`config.mk`:
```
export PLATFORM = sky130hd
export DESIGN_NAME = scan_port
export DESIGN_NICKNAME = d
export VERILOG_FILES = /design/src/hw/scan_port_pkg.sv /design/src/hw/scan_port.sv
export SDC_FILE = /design/constraint.sdc
export NUM_CORES = 1
export LEC_CHECK = 0
export ABC_CLOCK_PERIOD_IN_PS = 1800
export CORE_MARGIN = 1.5
export CORE_UTILIZATION = 44
export DETAILED_ROUTE_END_ITERATION = 10
export DONT_BUFFER_PORTS = 1
export PLACE_DENSITY_LB_ADDON = 0.08
export REMOVE_ABC_BUFFERS = 1
export SETUP_SLACK_MARGIN = 0.4
export SYNTH_ARGS = -nofsm -noshare
export SYNTH_HDL_FRONTEND = slang
export SYNTH_SLANG_ARGS = --single-unit
```
`constraint.sdc`:
```
create_clock -name CLK -period 1.8 [get_ports CLK]
set_input_delay 0.36 -clock CLK [delete_from_list [all_inputs] [get_ports CLK]]
set_output_delay 0.36 -clock CLK [all_outputs]
set_load 0.01 [all_outputs]
```
`src/hw/scan_port_pkg.sv`:
```
/*
 * Constants for the memory test access port: instruction codes, scan lengths,
 * identification and mode-capture field positions, and sampler settings.
 * Assumes a single system clock that oversamples the test clock pins.
 */
package scan_port_pkg;
   localparam int IR_W = 8;
   localparam int ID_W = 32;
   localparam int BSR_W = 135;
   localparam int MODE_W = 12;
   localparam int MODE3_W = 10;
   localparam int SYNC_W = 3;

   localparam logic [IR_W-1:0] OP_EXTEST = 8'h00;
   localparam logic [IR_W-1:0] OP_SAMPLE = 8'h05;
   localparam logic [IR_W-1:0] OP_CLAMP = 8'h07;
   localparam logic [IR_W-1:0] OP_HIGHZ = 8'h03;
   localparam logic [IR_W-1:0] OP_IDCODE = 8'h21;
   localparam logic [IR_W-1:0] OP_MODEPAIR = 8'h25;
   localparam logic [IR_W-1:0] OP_MODETHIRD = 8'h29;
   localparam logic [IR_W-1:0] OP_BYPASS = 8'hff;

   // Capture pattern of the instruction register: two low bits are 01.
   localparam logic [IR_W-1:0] IR_CAPTURE = 8'h01;

   // Identification word fields (arbitrary neutral values).
   localparam logic [3:0] ID_REVISION = 4'h0;
   localparam logic [15:0] ID_PART = 16'h1234;
   localparam logic [10:0] ID_MAKER = 11'h2aa;

   localparam int ID_REV_LSB = 28;
   localparam int ID_PART_LSB = 12;
   localparam int ID_MAKER_LSB = 1;
   localparam int PAIR_SECOND_LSB = 17;
   localparam int PAIR_REPAIR_BIT = 13;
   localparam int PAIR_FIRST_LSB = 1;
   localparam int THIRD_LSB = 1;
   localparam int PRESENCE_BIT = 0;

   typedef enum logic [3:0] {
      TEST_RESET, RUN_IDLE, SEL_DR, CAP_DR, SHIFT_DR, EXIT1_DR, PAUSE_DR, EXIT2_DR,
      UPD_DR, SEL_IR, CAP_IR, SHIFT_IR, EXIT1_IR, PAUSE_IR, EXIT2_IR, UPD_IR
   } tap_state_t;
endpackage

```
`src/hw/scan_port.sv`:
```
/*
 * Boundary-scan test access port of the memory device, with instruction decode,
 * identification and mode-register captures, bypass cell and boundary chain.
 * Assumes the test pins arrive asynchronously and the test clock is far slower
 * than CLK, so every pin is oversampled through three flip-flops.
 */
`timescale 1ns/100ps
// Overview of operation
// - Extest and sample capture ring, select chain.
// - Identification code loads identification word, selects it.
// - Clamp selects bypass, pins driven from chain.
// - High-Z selects bypass, all outputs float.
// - Mode-pair code captures first and second words.
// - Mode-third code captures third mode word.
// - Bypass code selects one-bit bypass cell.
// - Identification word revision, part, maker, one.
// - Mode-pair layout with zero gaps and one.
// - Bit thirteen reports repair capability.
// - Third word at bits ten to one.
// - Boundary chain holds 135 cells fixed order.
// - Identification code loaded at reset states.
// - New instruction acts only at update-IR.
// - Capture in capture-DR, shift LSB-first toward output.
module scan_port
   import scan_port_pkg::*;
#(
   parameter int CHAIN_W = BSR_W
) (
   // System clock, reset, enable.
   input wire logic CLK,
   input wire logic RST_N,
   input wire logic CE,
   // Test pins from the external controller.
   input wire logic TCK,
   input wire logic TMS,
   input wire logic TDI,
   output logic TDO,
   output logic TDO_OE_N,
   // Pin ring and mode words.
   input wire logic [CHAIN_W-1:0] RING_IN,
   input wire logic [MODE_W-1:0] MODE_WORD_FIRST,
   input wire logic [MODE_W-1:0] MODE_WORD_SECOND,
   input wire logic [MODE3_W-1:0] MODE_WORD_THIRD,
   input wire logic REPAIR_CAPABLE_FLAG,
   // Pin control toward the memory core.
   output logic [CHAIN_W-1:0] PIN_OVERRIDE,
   output logic PIN_FROM_CHAIN,
   output logic PINS_HIGHZ
);
   import scan_port_pkg::*;

   typedef struct packed {
      logic [SYNC_W-1:0] tck_s;
      logic [SYNC_W-1:0] tms_s;
      logic [SYNC_W-1:0] tdi_s;
      logic tck_q;
      tap_state_t st;
      logic [IR_W-1:0] ir_sh;
      logic [IR_W-1:0] ir;
      logic [ID_W-1:0] id_sh;
      logic byp;
      logic [CHAIN_W-1:0] bsr_sh;
      logic [CHAIN_W-1:0] bsr_upd;
      logic tdo;
      logic tdo_oe_n;
   } state_t;

   state_t s_q, s_d;
   logic tck_now, tms_now, tdi_now, rise, fall;
   logic sel_chain, sel_id, serial_bit;
   logic [ID_W-1:0] id_word, pair_word, third_word;

   // Second and third stages must agree before a test clock level counts.
   assign tck_now = (s_q.tck_s[1] == s_q.tck_s[2]) ? s_q.tck_s[2] : s_q.tck_q;
   assign tms_now = s_q.tms_s[2];
   assign tdi_now = s_q.tdi_s[2];
   assign rise = tck_now & ~s_q.tck_q;
   assign fall = ~tck_now & s_q.tck_q;

   assign sel_chain = (s_q.ir == OP_EXTEST) || (s_q.ir == OP_SAMPLE);
   assign sel_id = (s_q.ir == OP_IDCODE) || (s_q.ir == OP_MODEPAIR) ||
                   (s_q.ir == OP_MODETHIRD);

   always_comb begin
      id_word = '0;
      id_word[ID_REV_LSB +: 4] = ID_REVISION;
      id_word[ID_PART_LSB +: 16] = ID_PART;
      id_word[ID_MAKER_LSB +: 11] = ID_MAKER;
      id_word[PRESENCE_BIT] = 1'b1;
      pair_word = '0;
      pair_word[PAIR_SECOND_LSB +: MODE_W] = MODE_WORD_SECOND;
      pair_word[PAIR_REPAIR_BIT] = REPAIR_CAPABLE_FLAG;
      pair_word[PAIR_FIRST_LSB +: MODE_W] = MODE_WORD_FIRST;
      pair_word[PRESENCE_BIT] = 1'b1;
      third_word = '0;
      third_word[THIRD_LSB +: MODE3_W] = MODE_WORD_THIRD;
      third_word[PRESENCE_BIT] = 1'b1;
   end

   always_comb begin
      if (s_q.st == SHIFT_IR) begin
         serial_bit = s_q.ir_sh[0];
      end else if (sel_chain) begin
         serial_bit = s_q.bsr_sh[0];
      end else if (sel_id) begin
         serial_bit = s_q.id_sh[0];
      end else begin
         serial_bit = s_q.byp;
      end
   end

   always_comb begin
      s_d = s_q;
      s_d.tck_s = {s_q.tck_s[1:0], TCK};
      s_d.tms_s = {s_q.tms_s[1:0], TMS};
      s_d.tdi_s = {s_q.tdi_s[1:0], TDI};
      s_d.tck_q = tck_now;
      if (rise) begin
         case (s_q.st)
            TEST_RESET: s_d.st = tms_now ? TEST_RESET : RUN_IDLE;
            RUN_IDLE: s_d.st = tms_now ? SEL_DR : RUN_IDLE;
            SEL_DR: s_d.st = tms_now ? SEL_IR : CAP_DR;
            CAP_DR: s_d.st = tms_now ? EXIT1_DR : SHIFT_DR;
            SHIFT_DR: s_d.st = tms_now ? EXIT1_DR : SHIFT_DR;
            EXIT1_DR: s_d.st = tms_now ? UPD_DR : PAUSE_DR;
            PAUSE_DR: s_d.st = tms_now ? EXIT2_DR : PAUSE_DR;
            EXIT2_DR: s_d.st = tms_now ? UPD_DR : SHIFT_DR;
            UPD_DR: s_d.st = tms_now ? SEL_DR : RUN_IDLE;
            SEL_IR: s_d.st = tms_now ? TEST_RESET : CAP_IR;
            CAP_IR: s_d.st = tms_now ? EXIT1_IR : SHIFT_IR;
            SHIFT_IR: s_d.st = tms_now ? EXIT1_IR : SHIFT_IR;
            EXIT1_IR: s_d.st = tms_now ? UPD_IR : PAUSE_IR;
            PAUSE_IR: s_d.st = tms_now ? EXIT2_IR : PAUSE_IR;
            EXIT2_IR: s_d.st = tms_now ? UPD_IR : SHIFT_IR;
            UPD_IR: s_d.st = tms_now ? SEL_DR : RUN_IDLE;
            default: s_d.st = TEST_RESET;
         endcase
         case (s_q.st)
            TEST_RESET: s_d.ir = OP_IDCODE;
            CAP_IR: s_d.ir_sh = IR_CAPTURE;
            SHIFT_IR: s_d.ir_sh = {tdi_now, s_q.ir_sh[IR_W-1:1]};
            UPD_IR: s_d.ir = s_q.ir_sh;
            CAP_DR: begin
               s_d.byp = 1'b0;
               if (sel_chain) begin
                  s_d.bsr_sh = RING_IN;
               end
               case (s_q.ir)
                  OP_IDCODE: s_d.id_sh = id_word;
                  OP_MODEPAIR: s_d.id_sh = pair_word;
                  OP_MODETHIRD: s_d.id_sh = third_word;
                  default: s_d.id_sh = s_q.id_sh;
               endcase
            end
            SHIFT_DR: begin
               if (sel_chain) begin
                  s_d.bsr_sh = {tdi_now, s_q.bsr_sh[CHAIN_W-1:1]};
               end else if (sel_id) begin
                  s_d.id_sh = {tdi_now, s_q.id_sh[ID_W-1:1]};
               end else begin
                  s_d.byp = tdi_now;
               end
            end
            UPD_DR: begin
               if (sel_chain) begin
                  s_d.bsr_upd = s_q.bsr_sh;
               end
            end
            default: s_d.ir = s_q.ir;
         endcase
      end
      // Output moves on the falling edge so the controller samples it stable.
      if (fall) begin
         s_d.tdo = serial_bit;
         s_d.tdo_oe_n = !((s_q.st == SHIFT_IR) || (s_q.st == SHIFT_DR));
      end
   end

   always_ff @(posedge CLK) begin
      if (!RST_N) begin
         s_q <= '0;
         s_q.st <= TEST_RESET;
         s_q.ir <= OP_IDCODE;
         s_q.tdo_oe_n <= 1'b1;
      end else if (CE) begin
         s_q <= s_d;
      end
   end

   assign TDO = s_q.tdo;
   assign TDO_OE_N = s_q.tdo_oe_n;
   assign PIN_OVERRIDE = s_q.bsr_upd;
   // Clamp and extest drive pins from the chain; high-z floats them; memory operation is untouched otherwise.
   assign PIN_FROM_CHAIN = (s_q.ir == OP_CLAMP) || (s_q.ir == OP_EXTEST);
   assign PINS_HIGHZ = (s_q.ir == OP_HIGHZ);

   upd_ir_load_a: assert property (@(posedge CLK) disable iff (!RST_N)
      (CE && rise && s_q.st == UPD_IR) |=> (s_q.ir == $past(s_q.ir_sh)))
      else $error("instruction not loaded at update");
   reset_idcode_a: assert property (@(posedge CLK) disable iff (!RST_N)
      (s_q.st == TEST_RESET && CE && rise) |=> (s_q.ir == OP_IDCODE))
      else $error("idcode not loaded in reset state");
   id_capture_a: assert property (@(posedge CLK) disable iff (!RST_N)
      (CE && rise && s_q.st == CAP_DR && s_q.ir == OP_IDCODE) |=> s_q.id_sh == id_word)
      else $error("id word not captured");
   id_layout_a: assert property (@(posedge CLK) disable iff (!RST_N)
      id_word == {ID_REVISION, ID_PART, ID_MAKER, 1'b1})
      else $error("id word layout wrong");
   pair_capture_a: assert property (@(posedge CLK) disable iff (!RST_N)
      (CE && rise && s_q.st == CAP_DR && s_q.ir == OP_MODEPAIR) |=>
      (s_q.id_sh[PAIR_FIRST_LSB +: MODE_W] == $past(MODE_WORD_FIRST)))
      else $error("mode pair not captured");
   pair_zero_a: assert property (@(posedge CLK) disable iff (!RST_N)
      pair_word[31:29] == 3'h0 && pair_word[16:14] == 3'h0 && pair_word[0])
      else $error("mode pair gaps wrong");
   repair_bit_a: assert property (@(posedge CLK) disable iff (!RST_N)
      pair_word[PAIR_REPAIR_BIT] == REPAIR_CAPABLE_FLAG)
      else $error("repair flag misplaced");
   third_capture_a: assert property (@(posedge CLK) disable iff (!RST_N)
      (CE && rise && s_q.st == CAP_DR && s_q.ir == OP_MODETHIRD) |=>
      (s_q.id_sh[THIRD_LSB +: MODE3_W] == $past(MODE_WORD_THIRD)) && s_q.id_sh[0])
      else $error("third mode word not captured");
   chain_shift_a: assert property (@(posedge CLK) disable iff (!RST_N)
      (CE && rise && s_q.st == SHIFT_DR && sel_chain) |=>
      (s_q.bsr_sh[CHAIN_W-1] == $past(tdi_now)))
      else $error("chain shift wrong");
   highz_out_a: assert property (@(posedge CLK) disable iff (!RST_N)
      (s_q.ir == OP_HIGHZ) |-> PINS_HIGHZ && !PIN_FROM_CHAIN)
      else $error("high-z not forced");
   tdo_fall_a: assert property (@(posedge CLK) disable iff (!RST_N)
      (CE && !fall) |=> $stable(s_q.tdo))
      else $error("tdo changed off falling edge");
endmodule // scan_port

```
### Word level (Yosys, flattened, before mapping)

Index checks and enable logic that the tools add are counted.

| operators by class | value |
|---|---|
| equal/unequal tests | 28 |
| bitwise logic cells | 4 |
| mux-type cells | 26 |
| reduce and logical (&&, ||, !) cells | 22 |

Operators with widths:

| operator | count |
|---|---|
| $pmux W168 S2 | 1 |
| $mux W135 | 2 |
| $pmux W32 S3 | 1 |
| $pmux W4 S12 | 1 |
| $mux W33 | 1 |
| $eq A4 B4 Y1 const B | 8 |
| $mux W32 | 1 |
| $pmux W8 S2 | 2 |
| $eq A8 B6 Y1 const B | 3 |
| $eq A4 B3 Y1 const B | 4 |
| $eq A8 B3 Y1 const B | 2 |
| $mux W4 | 4 |
| $ne A2 B2 Y1 const B | 5 |
| $reduce_and A5 Y1 | 2 |
| $eq A4 B2 Y1 const B | 2 |
| $eq A8 B2 Y1 const B | 1 |
| $logic_not A8 Y1 | 1 |
| $mux W1 | 8 |
| $mux W2 | 3 |
| $mux W3 | 2 |
| $reduce_and A3 Y1 | 2 |
| $reduce_and A6 Y1 | 1 |
| $reduce_bool A2 Y1 | 3 |
| $logic_or A1 B1 Y1 | 5 |
| other kinds (11) | 15 |

| word-level totals | value |
|---|---|
| word-level logic and storage cells | 93 |
| input port bits | 176 |
| register bits | 335 |
| output and inout port bits | 139 |

### Depth between registers and ports, before layout

Gate-level depths: netlist of the first run.

| depth | value |
|---|---|
| depth in word-level cells | 6 |
| depth in mapped cells | 8 |

### Worst setup path before layout of the first run

OpenSTA, ideal clock, no wires.

| timing path | value |
|---|---|
| kind | register to output |
| start | reg s_q[308] in the netlist's numbering |
| end | out PINS_HIGHZ |
| required time | 1.440 ns |
| path slack | -0.110 ns |
| buffers on the path | 0 |
| stages on the path, launching flop included | 4 |
| data arrival time | 1.550 ns |
| cells stage by stage | dfxtp_1 > or2_2 > or4_1 > nor4bb_1 |

| on the way | value |
|---|---|
| word-level cells in the longest chain between the ends | 1 |

RTL lines:

| element | line | text |
|---|---|---|
| start: declaration | scan_port.sv:68 | `state_t s_q, s_d;` |
| $eq A8 B2 Y1 | scan_port.sv:195 | `assign PINS_HIGHZ = (s_q.ir == OP_HIGHZ);` |
| end: declaration | scan_port.sv:48 | `output logic PINS_HIGHZ` |

Every way passes these cells.

### Final worst setup path of the first run

Same ends and word-level chain as after synthesis.

==> summary.txt, run 1 <==
Detailed routing
  • Residual DRC: 0
  • DR vias/cell: 5.93
  • Vias: 15000
  • Routed WL: 53700 microns
  • DRT antenna net count: 0
  • DRT iter0 DRCs: 1036
  • First-pass DRT Iterations: 5
  • Wire length per cell: 21.3 microns

Pwr
  • NetSw: 3.61 mW
  • Total power: 16.3 mW
  • Pwr dens: 714 nW/um^2
  • Sw Share: 0.222
  • Pint: 12.7 mW
  • Peak VDD IR: 686 uV
  • Clk pwr share: 0.507
  • Pleak: 7.65 nW
  • Combinational fraction of design power: 0.037
  • Sequential power share: 0.456

STA
  • Fin worst setup slack: -0.539 ns
  • Fin Hold WS: 0.0361 ns
  • Unrepaired setup endpoints after global routing: true
  • Final count of negative-setup-slack endpoints: 306
  • Slew Limit Fails: 0
  • Period minus WS final: 2.34 ns
  • Clock Skew: 0.0230 ns
  • Endpoints failing hold: 0
  • Final setup TNS: -54.60 ns
  • Worst Tran Pin Value: 0.517 ns
  • Crit share post-route: 1.30
  • Slew headroom: 0.655
  • Max Fclk: 0.428 GHz

Setup path
  • Max stage delay on crit path: 0.44 ns
  • CP Cell Sequence: or2_4, or4_4, nor4bb_2, buf_4
  • Critical Path RT: 1.44 ns
  • R2R cell count: 9
  • Worst path arrival time: 1.98 ns
  • Top fanout value on the critical path: 2
  • Setup crit end kind: output port
  • Worst path slowest cell: or4_4
  • Kind of critical path: reg -> out
  • CP startpoint kind: flip-flop

Place
  • Area after DPL: 16000 sq um
  • Placed insts: 2200
  • Worst slack at placement: -0.372 ns
  • Final HPWL DP: 29300 microns
  • Gpl congestion: 0.795
  • Port bufs: 0

Global routing
  • Total track usage: 0.272
  • GRT overflow: 0
  • Initial antenna violation count: 1
  • Global-route wire length before repair: 80200 microns
  • Number of global-route vias before repair: 14300
  • Largest net degree at the start of global routing: 76

Floorplanning
  • Core area: 35400 sq um
  • Die X: 192 microns
  • Ports: 315
  • Starting Density: 0.445
  • Site Rows: 69
  • Die ar.: 36900 sq um
  • Die height: 192 microns

Synth
  • Main flop type after synthesis: dfxtp_1
  • Synthesized area: 15700 sq um
  • Synth warn: 0
  • EDFF count, synth: 0
  • Synthesized instance count: 1950
  • Cell variety after synth: 58
  • Avg Cell Area, Syn: 8.07 sq um
  • Async set-reset flop share out of synthesis: 0
  • Synth Register Bits: 335
  • Register area share after synthesis: 0.426

Finish
  • Storage cell area: 6720 sq um
  • Final Non-Filler Cells: 2525
  • Layout cells sized above 1: 0.322
  • Layout area overhead: 44.9%
  • Fin util: 0.645
  • Design area: 22800 sq um
  • Multi-input logic area: 9080 sq um
  • Fillcell total: 2913
  • Nets: 2208

Clock network
  • H-tree Lvls: 2
  • Skew-Pair Late Insertion Delay: 0.56 ns
  • CTS buffer count: 40
  • Clock Sinks: 335
  • CTS max path bufs: 3
  • Clock Pin Slew Worst Setup and Hold Paths: 0.07 ns
  • CTS tree: built
  • Root Driver: clkbuf_16

Flow run
  • MaxCap Viol Count: 0

Run status
  • Violated checks: negative setup slack
  • Status: finished with violations

Hold path
  • Hold Path Depth: 2
  • Tightest Hold Check Type: in -> reg
## sequential cells by signal (all words and copies together) (netlist names)
| name | flops |
|---|---|
| PIN_OVERRIDE | 135 |
| s_q | 192 |
| TDO_OE_N | 1 |
| TDO | 1 |
| s_d | 6 |
## cells by family (layout without fill, tap and decap cells)
| kind of cell | Yosys count | in the layout | share of synthesized area |
|---|---|---|---|
| AOI/OAI and AO/OA | 649 | 649 | 0.255 |
| and+or+nand+nor | 568 | 570 | 0.166 |
| buffers and inverters | 357 | 468 | 0.127 |
| DFF | 335 | 335 | 0.426 |
| muxes | 38 | 38 | 0.0246 |
| xor gates and xnor gates | 3 | 3 | 0.00167 |
| other | 0 | 1 | 0 |
## final cells by class
| class | instances | area share |
|---|---|---|
| clock inverters | 8 | 0.00356 |
| repair buffers | 378 | 0.220 |
| well taps | 461 | 0.0253 |
| clock buffers | 65 | 0.0556 |
| inverters | 17 | 0.00313 |
| diodes | 1 | 0.000110 |
| flip-flops and latches | 335 | 0.294 |
| multi-input cells | 1260 | 0.398 |
## cells in the final DEF (no fill, tap or decap), drive strengths merged, types with 6 or more instances in the layout
cell type | synthesis | routed
a21oi | 286 | 286
a311oi | 136 | 136
clkbuf | 132 | 69
o21ai | 169 | 169
nand3b | 12 | 12
a31oi | 6 | 6
buf | 208 | 233
dfxtp | 335 | 335
dlygate4sd3 | 0 | 141
nand3 | 147 | 147
and2 | 25 | 25
nor4 | 14 | 14
mux2i | 33 | 33
o31ai | 6 | 6
o22ai | 8 | 8
a22oi | 13 | 13
inv | 17 | 17
nand2 | 302 | 302
nor2 | 33 | 33
## final timing paths
| kind | start | endpoint | slack (ns) |
|---|---|---|---|
| setup / recovery | s_q[308] | PINS_HIGHZ | -0.54 |
| setup reg to reg | s_q[309] | s_q[205] | -0.35 |
| hold reg to reg | s_q[300] | s_q[300] | 0.46 |
| hold / removal | RING_IN[88] | s_q[225] | 0.04 |
## worst max-delay path, delay by kind of cell, from the launching register on
kind                   cells  cell delay, ns
DFF                        1            0.31
and+or+nand+nor            3            0.96
buffers and inverters      1            0.16
## cell usage after synthesis (all sizes together), types with 5 or more instances
| master | number | area share |
|---|---|---|
| dfxtp | 335 | 0.43 |
| nand2 | 302 | 0.072 |
| a21oi | 286 | 0.091 |
| buf | 208 | 0.091 |
| o21ai | 169 | 0.054 |
| nand3 | 147 | 0.047 |
| a311oi | 136 | 0.081 |
| clkbuf | 132 | 0.031 |
| mux2i | 33 | 0.021 |
| nor2 | 33 | 0.0083 |
| and2 | 25 | 0.0099 |
| inv | 17 | 0.0041 |
| nor4 | 14 | 0.0069 |
| a22oi | 13 | 0.0062 |
| nand3b | 12 | 0.0057 |
| o22ai | 8 | 0.0032 |
| a31oi | 6 | 0.0024 |
| o31ai | 6 | 0.0029 |
| a2111oi | 5 | 0.0028 |
| mux2 | 5 | 0.0036 |
| nor2b | 5 | 0.0020 |
| o2111ai | 5 | 0.0028 |
## per-layer routing
metal  share of wire  track usage  up-vias
met1            0.43        0.366     7345
met2            0.48        0.431      484
li1                -            -     7039
met5               0            0        -
met3           0.068       0.0647      100
met4           0.027       0.0850        0
## what timing repair did
action	4_1_cts	5_1_grt
hold buffers	142	0
hold endpoints to repair	172	0
endpoints found under the setup margin	327	330
pin swaps	162	88
resized for setup	325	211
cloned	38	4
buffers inserted	55	12
## power groups by stage
| stage | clock network, mW | logic, mW | registers, mW |
|---|---|---|---|
| after global placement | 0 | 0.276 | 7.59 |
| after CTS | 8.35 | 0.571 | 7.43 |
| after floorplan | 0 | 0.173 | 7.59 |
| after global routing | 8.69 | 0.643 | 7.42 |
| final | 8.25 | 0.602 | 7.43 |
| after detailed placement | 0 | 0.273 | 7.59 |
No activity file was read; power rests on OpenSTA's default activity.
==> inputs of run 2 (changes only) <==
--- a/config.mk
+++ b/config.mk
@@ -7,7 +7,7 @@
 export LEC_CHECK = 0
 export ABC_CLOCK_PERIOD_IN_PS = 1800
 export CORE_MARGIN = 1.5
-export CORE_UTILIZATION = 44
+export CORE_UTILIZATION = 52
 export DETAILED_ROUTE_END_ITERATION = 10
 export DONT_BUFFER_PORTS = 1
 export PLACE_DENSITY_LB_ADDON = 0.08
==> run 2 against run 1 <==
  * Fmax fell by 0.49%
  * Hold slack got worse by 0.027 ns
  * The flow still finishes with violations (negative setup slack)
  * Clock skew shrank 0.012 ns
  * Routed wire length shrank 2.2%
  * Via count up 0.17%
  * Register-to-register slack hardly changed
  * Critical path type unchanged
  * Critical path depth unchanged
  * Sequential share of layout area is 1.3 points higher
  * Highest routed layer unchanged
==> summary.txt, run 2 (same netlist as run 1, synthesis figures left out) <==
STA
  • Fin worst setup slack: -0.550 ns (-0.0116 ns)
  • Period minus WS final: 2.35 ns (+0.0116 ns)
  • Crit share post-route: 1.31 (+0.00644)
  • Final setup TNS: -62.02 ns (-7.42 ns)
  • Endpoints failing hold: 0 (unchanged)
  • Max Fclk: 0.426 GHz (-0.49%)
  • Slew headroom: 0.279 (-0.376)
  • Unrepaired setup endpoints after global routing: true
  • Worst Tran Pin Value: 1.08 ns (+0.562 ns)
  • Clock Skew: 0.0106 ns (-0.0124 ns)
  • Slew Limit Fails: 0 (unchanged)
  • Final count of negative-setup-slack endpoints: 307 (+0.33%)

Finish
  • Most frequent cells in the layout: dfxtp_1, nand2_1, a21oi_2
  • # diodes: 0 (-1)
  • Fin util: 0.735 (+0.0901)
  • Layout area overhead: 38.7%
  • Layout cells sized above 1: 0.330 (+0.00728)
  • Fillcell total: 2074 (-29%)
  • Nets: 2126 (-3.7%)
  • Final Non-Filler Cells: 2368 (-6.2%)
  • Largest register by flop count: s_q
  • Max reg flops: 192 (unchanged)
  • Most common cell after layout, fill and taps aside: dfxtp_1

Setup path
  • CP startpoint kind: flip-flop
  • Worst path slowest cell: or4_4
  • Critical Path RT: 1.44 ns (about the same)
  • Top fanout value on the critical path: 3 (+1)
  • Max stage delay on crit path: 0.55 ns (+0.11 ns)
  • CP Cell Sequence: buf_4, or4_4, nor4bb_2, buf_4
  • Most common cell on crit path: buf_4
  • Worst path arrival time: 1.99 ns (about the same)
  • Crit path max-delay family: simple AND/OR/NAND/NOR gates
  • Kind of critical path: reg -> out
  • Crit path buf inv count: 2 (+1)
  • Setup crit end kind: output port

Floorplanning
  • Site Rows: 63 (-8.7%)
  • Die ar.: 31300 sq um (-15%)
  • Core area: 29700 sq um (-16%)
  • Die X: 177 microns (-7.9%)
  • Starting Density: 0.530 (+0.0850)
  • Die height: 177 microns (-7.9%)
  • Ports: 315 (unchanged)

Clock network
  • CTS tree: built
  • Clock Sinks: 335 (unchanged)
  • Skew-Pair Late Insertion Delay: 0.52 ns (-0.04 ns)
  • Root Driver: clkbuf_16
  • Clock Pin Slew Worst Setup and Hold Paths: 0.06 ns (about the same)
  • CTS max path bufs: 3 (unchanged)
  • H-tree Lvls: 2 (unchanged)
  • CTS buffer count: 37 (-7.5%)

Pwr
  • Total power: 15.8 mW (-3.0%)
  • Pleak: 7.39 nW (-3.4%)
  • Peak VDD IR: 658 uV (-4.0%)
  • Pwr dens: 724 nW/um^2 (+1.4%)

Detailed routing
  • DRT antenna net count: 0 (unchanged)
  • First-pass DRT Iterations: 6 (+1)
  • DR vias/cell: 6.33 (+6.8%)
  • DRT iter0 DRCs: 1308 (+26%)
  • Routed WL: 52500 microns (-2.2%)
  • Residual DRC: 0 (unchanged)
  • Vias: 15000 (+0.17%)
  • Wire length per cell: 22.2 microns (+4.3%)

Global routing
  • Initial antenna violation count: 0 (-1)
  • Met2 Track Usage GR: 0.500 (+0.0699)
  • Layer with the highest usage: met2
  • Number of global-route vias before repair: 14300 (+0.11%)
  • Met3 usage: 0.0569 (-0.00777)
  • Total track usage: 0.314 (+0.0413)
  • GR Util met1: 0.423 (+0.0579)
  • GRT overflow: 0 (unchanged)
  • Largest net degree at the start of global routing: 70 (-7.9%)
  • Global-route wire length before repair: 79300 microns (-1.2%)

Place
  • Gpl congestion: 0.818 (+2.8%)
  • Placed insts: 2117 (-3.8%)
  • Port bufs: 0 (unchanged)
  • Final HPWL DP: 27600 microns (-5.9%)
  • Worst slack at placement: -0.465 ns (-0.0923 ns)

Hold path
  • Tightest Hold Check Type: in -> reg

Run status
  • Violated checks: negative setup slack
  • Status: finished with violations

Flow run
  • MaxCap Viol Count: 0 (unchanged)
## run 2: cell types whose count changed in the layout (fill, tap and decap cells not counted), sizes merged, moves of 2 or more
cell | previous run | this run
bufbuf | 0 | 4
bufinv | 1 | 3
clkinvlp | 2 | 0
or4b | 3 | 1
clkbuf | 69 | 55
dlygate4sd3 | 141 | 69
buf | 233 | 227
clkinv | 5 | 9
## run 2: final timing paths
check | end | cells past startpoint | start | slack [ns]
setup / recovery | PINS_HIGHZ | 4 | s_q[309] | -0.55
hold / removal | s_q[334] | 2 | CE | 0.009
setup reg to reg | s_q[190] | 9 | s_q[309] | -0.34
hold reg to reg | s_q[285] | 2 | s_q[285] | 0.45
## run 2: worst register-to-register path, delay by kind of cell, from the launching register on
kind,cells,cell delay [ns]
AOI/OAI and AO/OA,2,0.28
and+or+nand+nor,2,0.80
DFF,1,0.31
buffers and inverters,5,0.66
## run 2: report_power, final
| group | switching (mW) | internal (mW) |
|---|---|---|
| registers | 0.00609 | 7.42 |
| logic | 0.272 | 0.181 |
| clock network | 3.18 | 4.73 |
| total | 3.46 | 12.3 |
## run 2: layout make-up
type / count / area [sq um] / share of cell area
repair buffers: 301 / 4420 / 0.202
flip-flops and latches: 335 / 6710 / 0.308
clock buffers: 54 / 1110 / 0.0510
clock inverters: 13 / 148 / 0.00676
multi-input cells: 1258 / 8880 / 0.407
well taps: 390 / 488 / 0.0224
inverters: 17 / 71.3 / 0.00327
## run 2: through the flow
step	instance area [sq um]	hold WS (ns)
CTS	21100	0.00000328
finish	21800	0.00870
global route	21800	-0.00145
detailed placement	15700	0.437
global placement	15700	0.434
floorplan	13800	0.422
## run 2: repair_timing
action,CTS,global route
resized for setup,398,119
setup endpoints to repair,326,327
pin swaps,210,75
hold buffers,69,0
hold endpoints to repair,94,0
buffers inserted,58,12
cloned,44,1
## run 2: per-layer routing
metal / routed length (microns) / vias to the layer above
li1: - / 6869
met1: 22100 / 7404
met2: 25200 / 612
met3: 3610 / 109
met4: 1660 / 0
met5: 0 / -
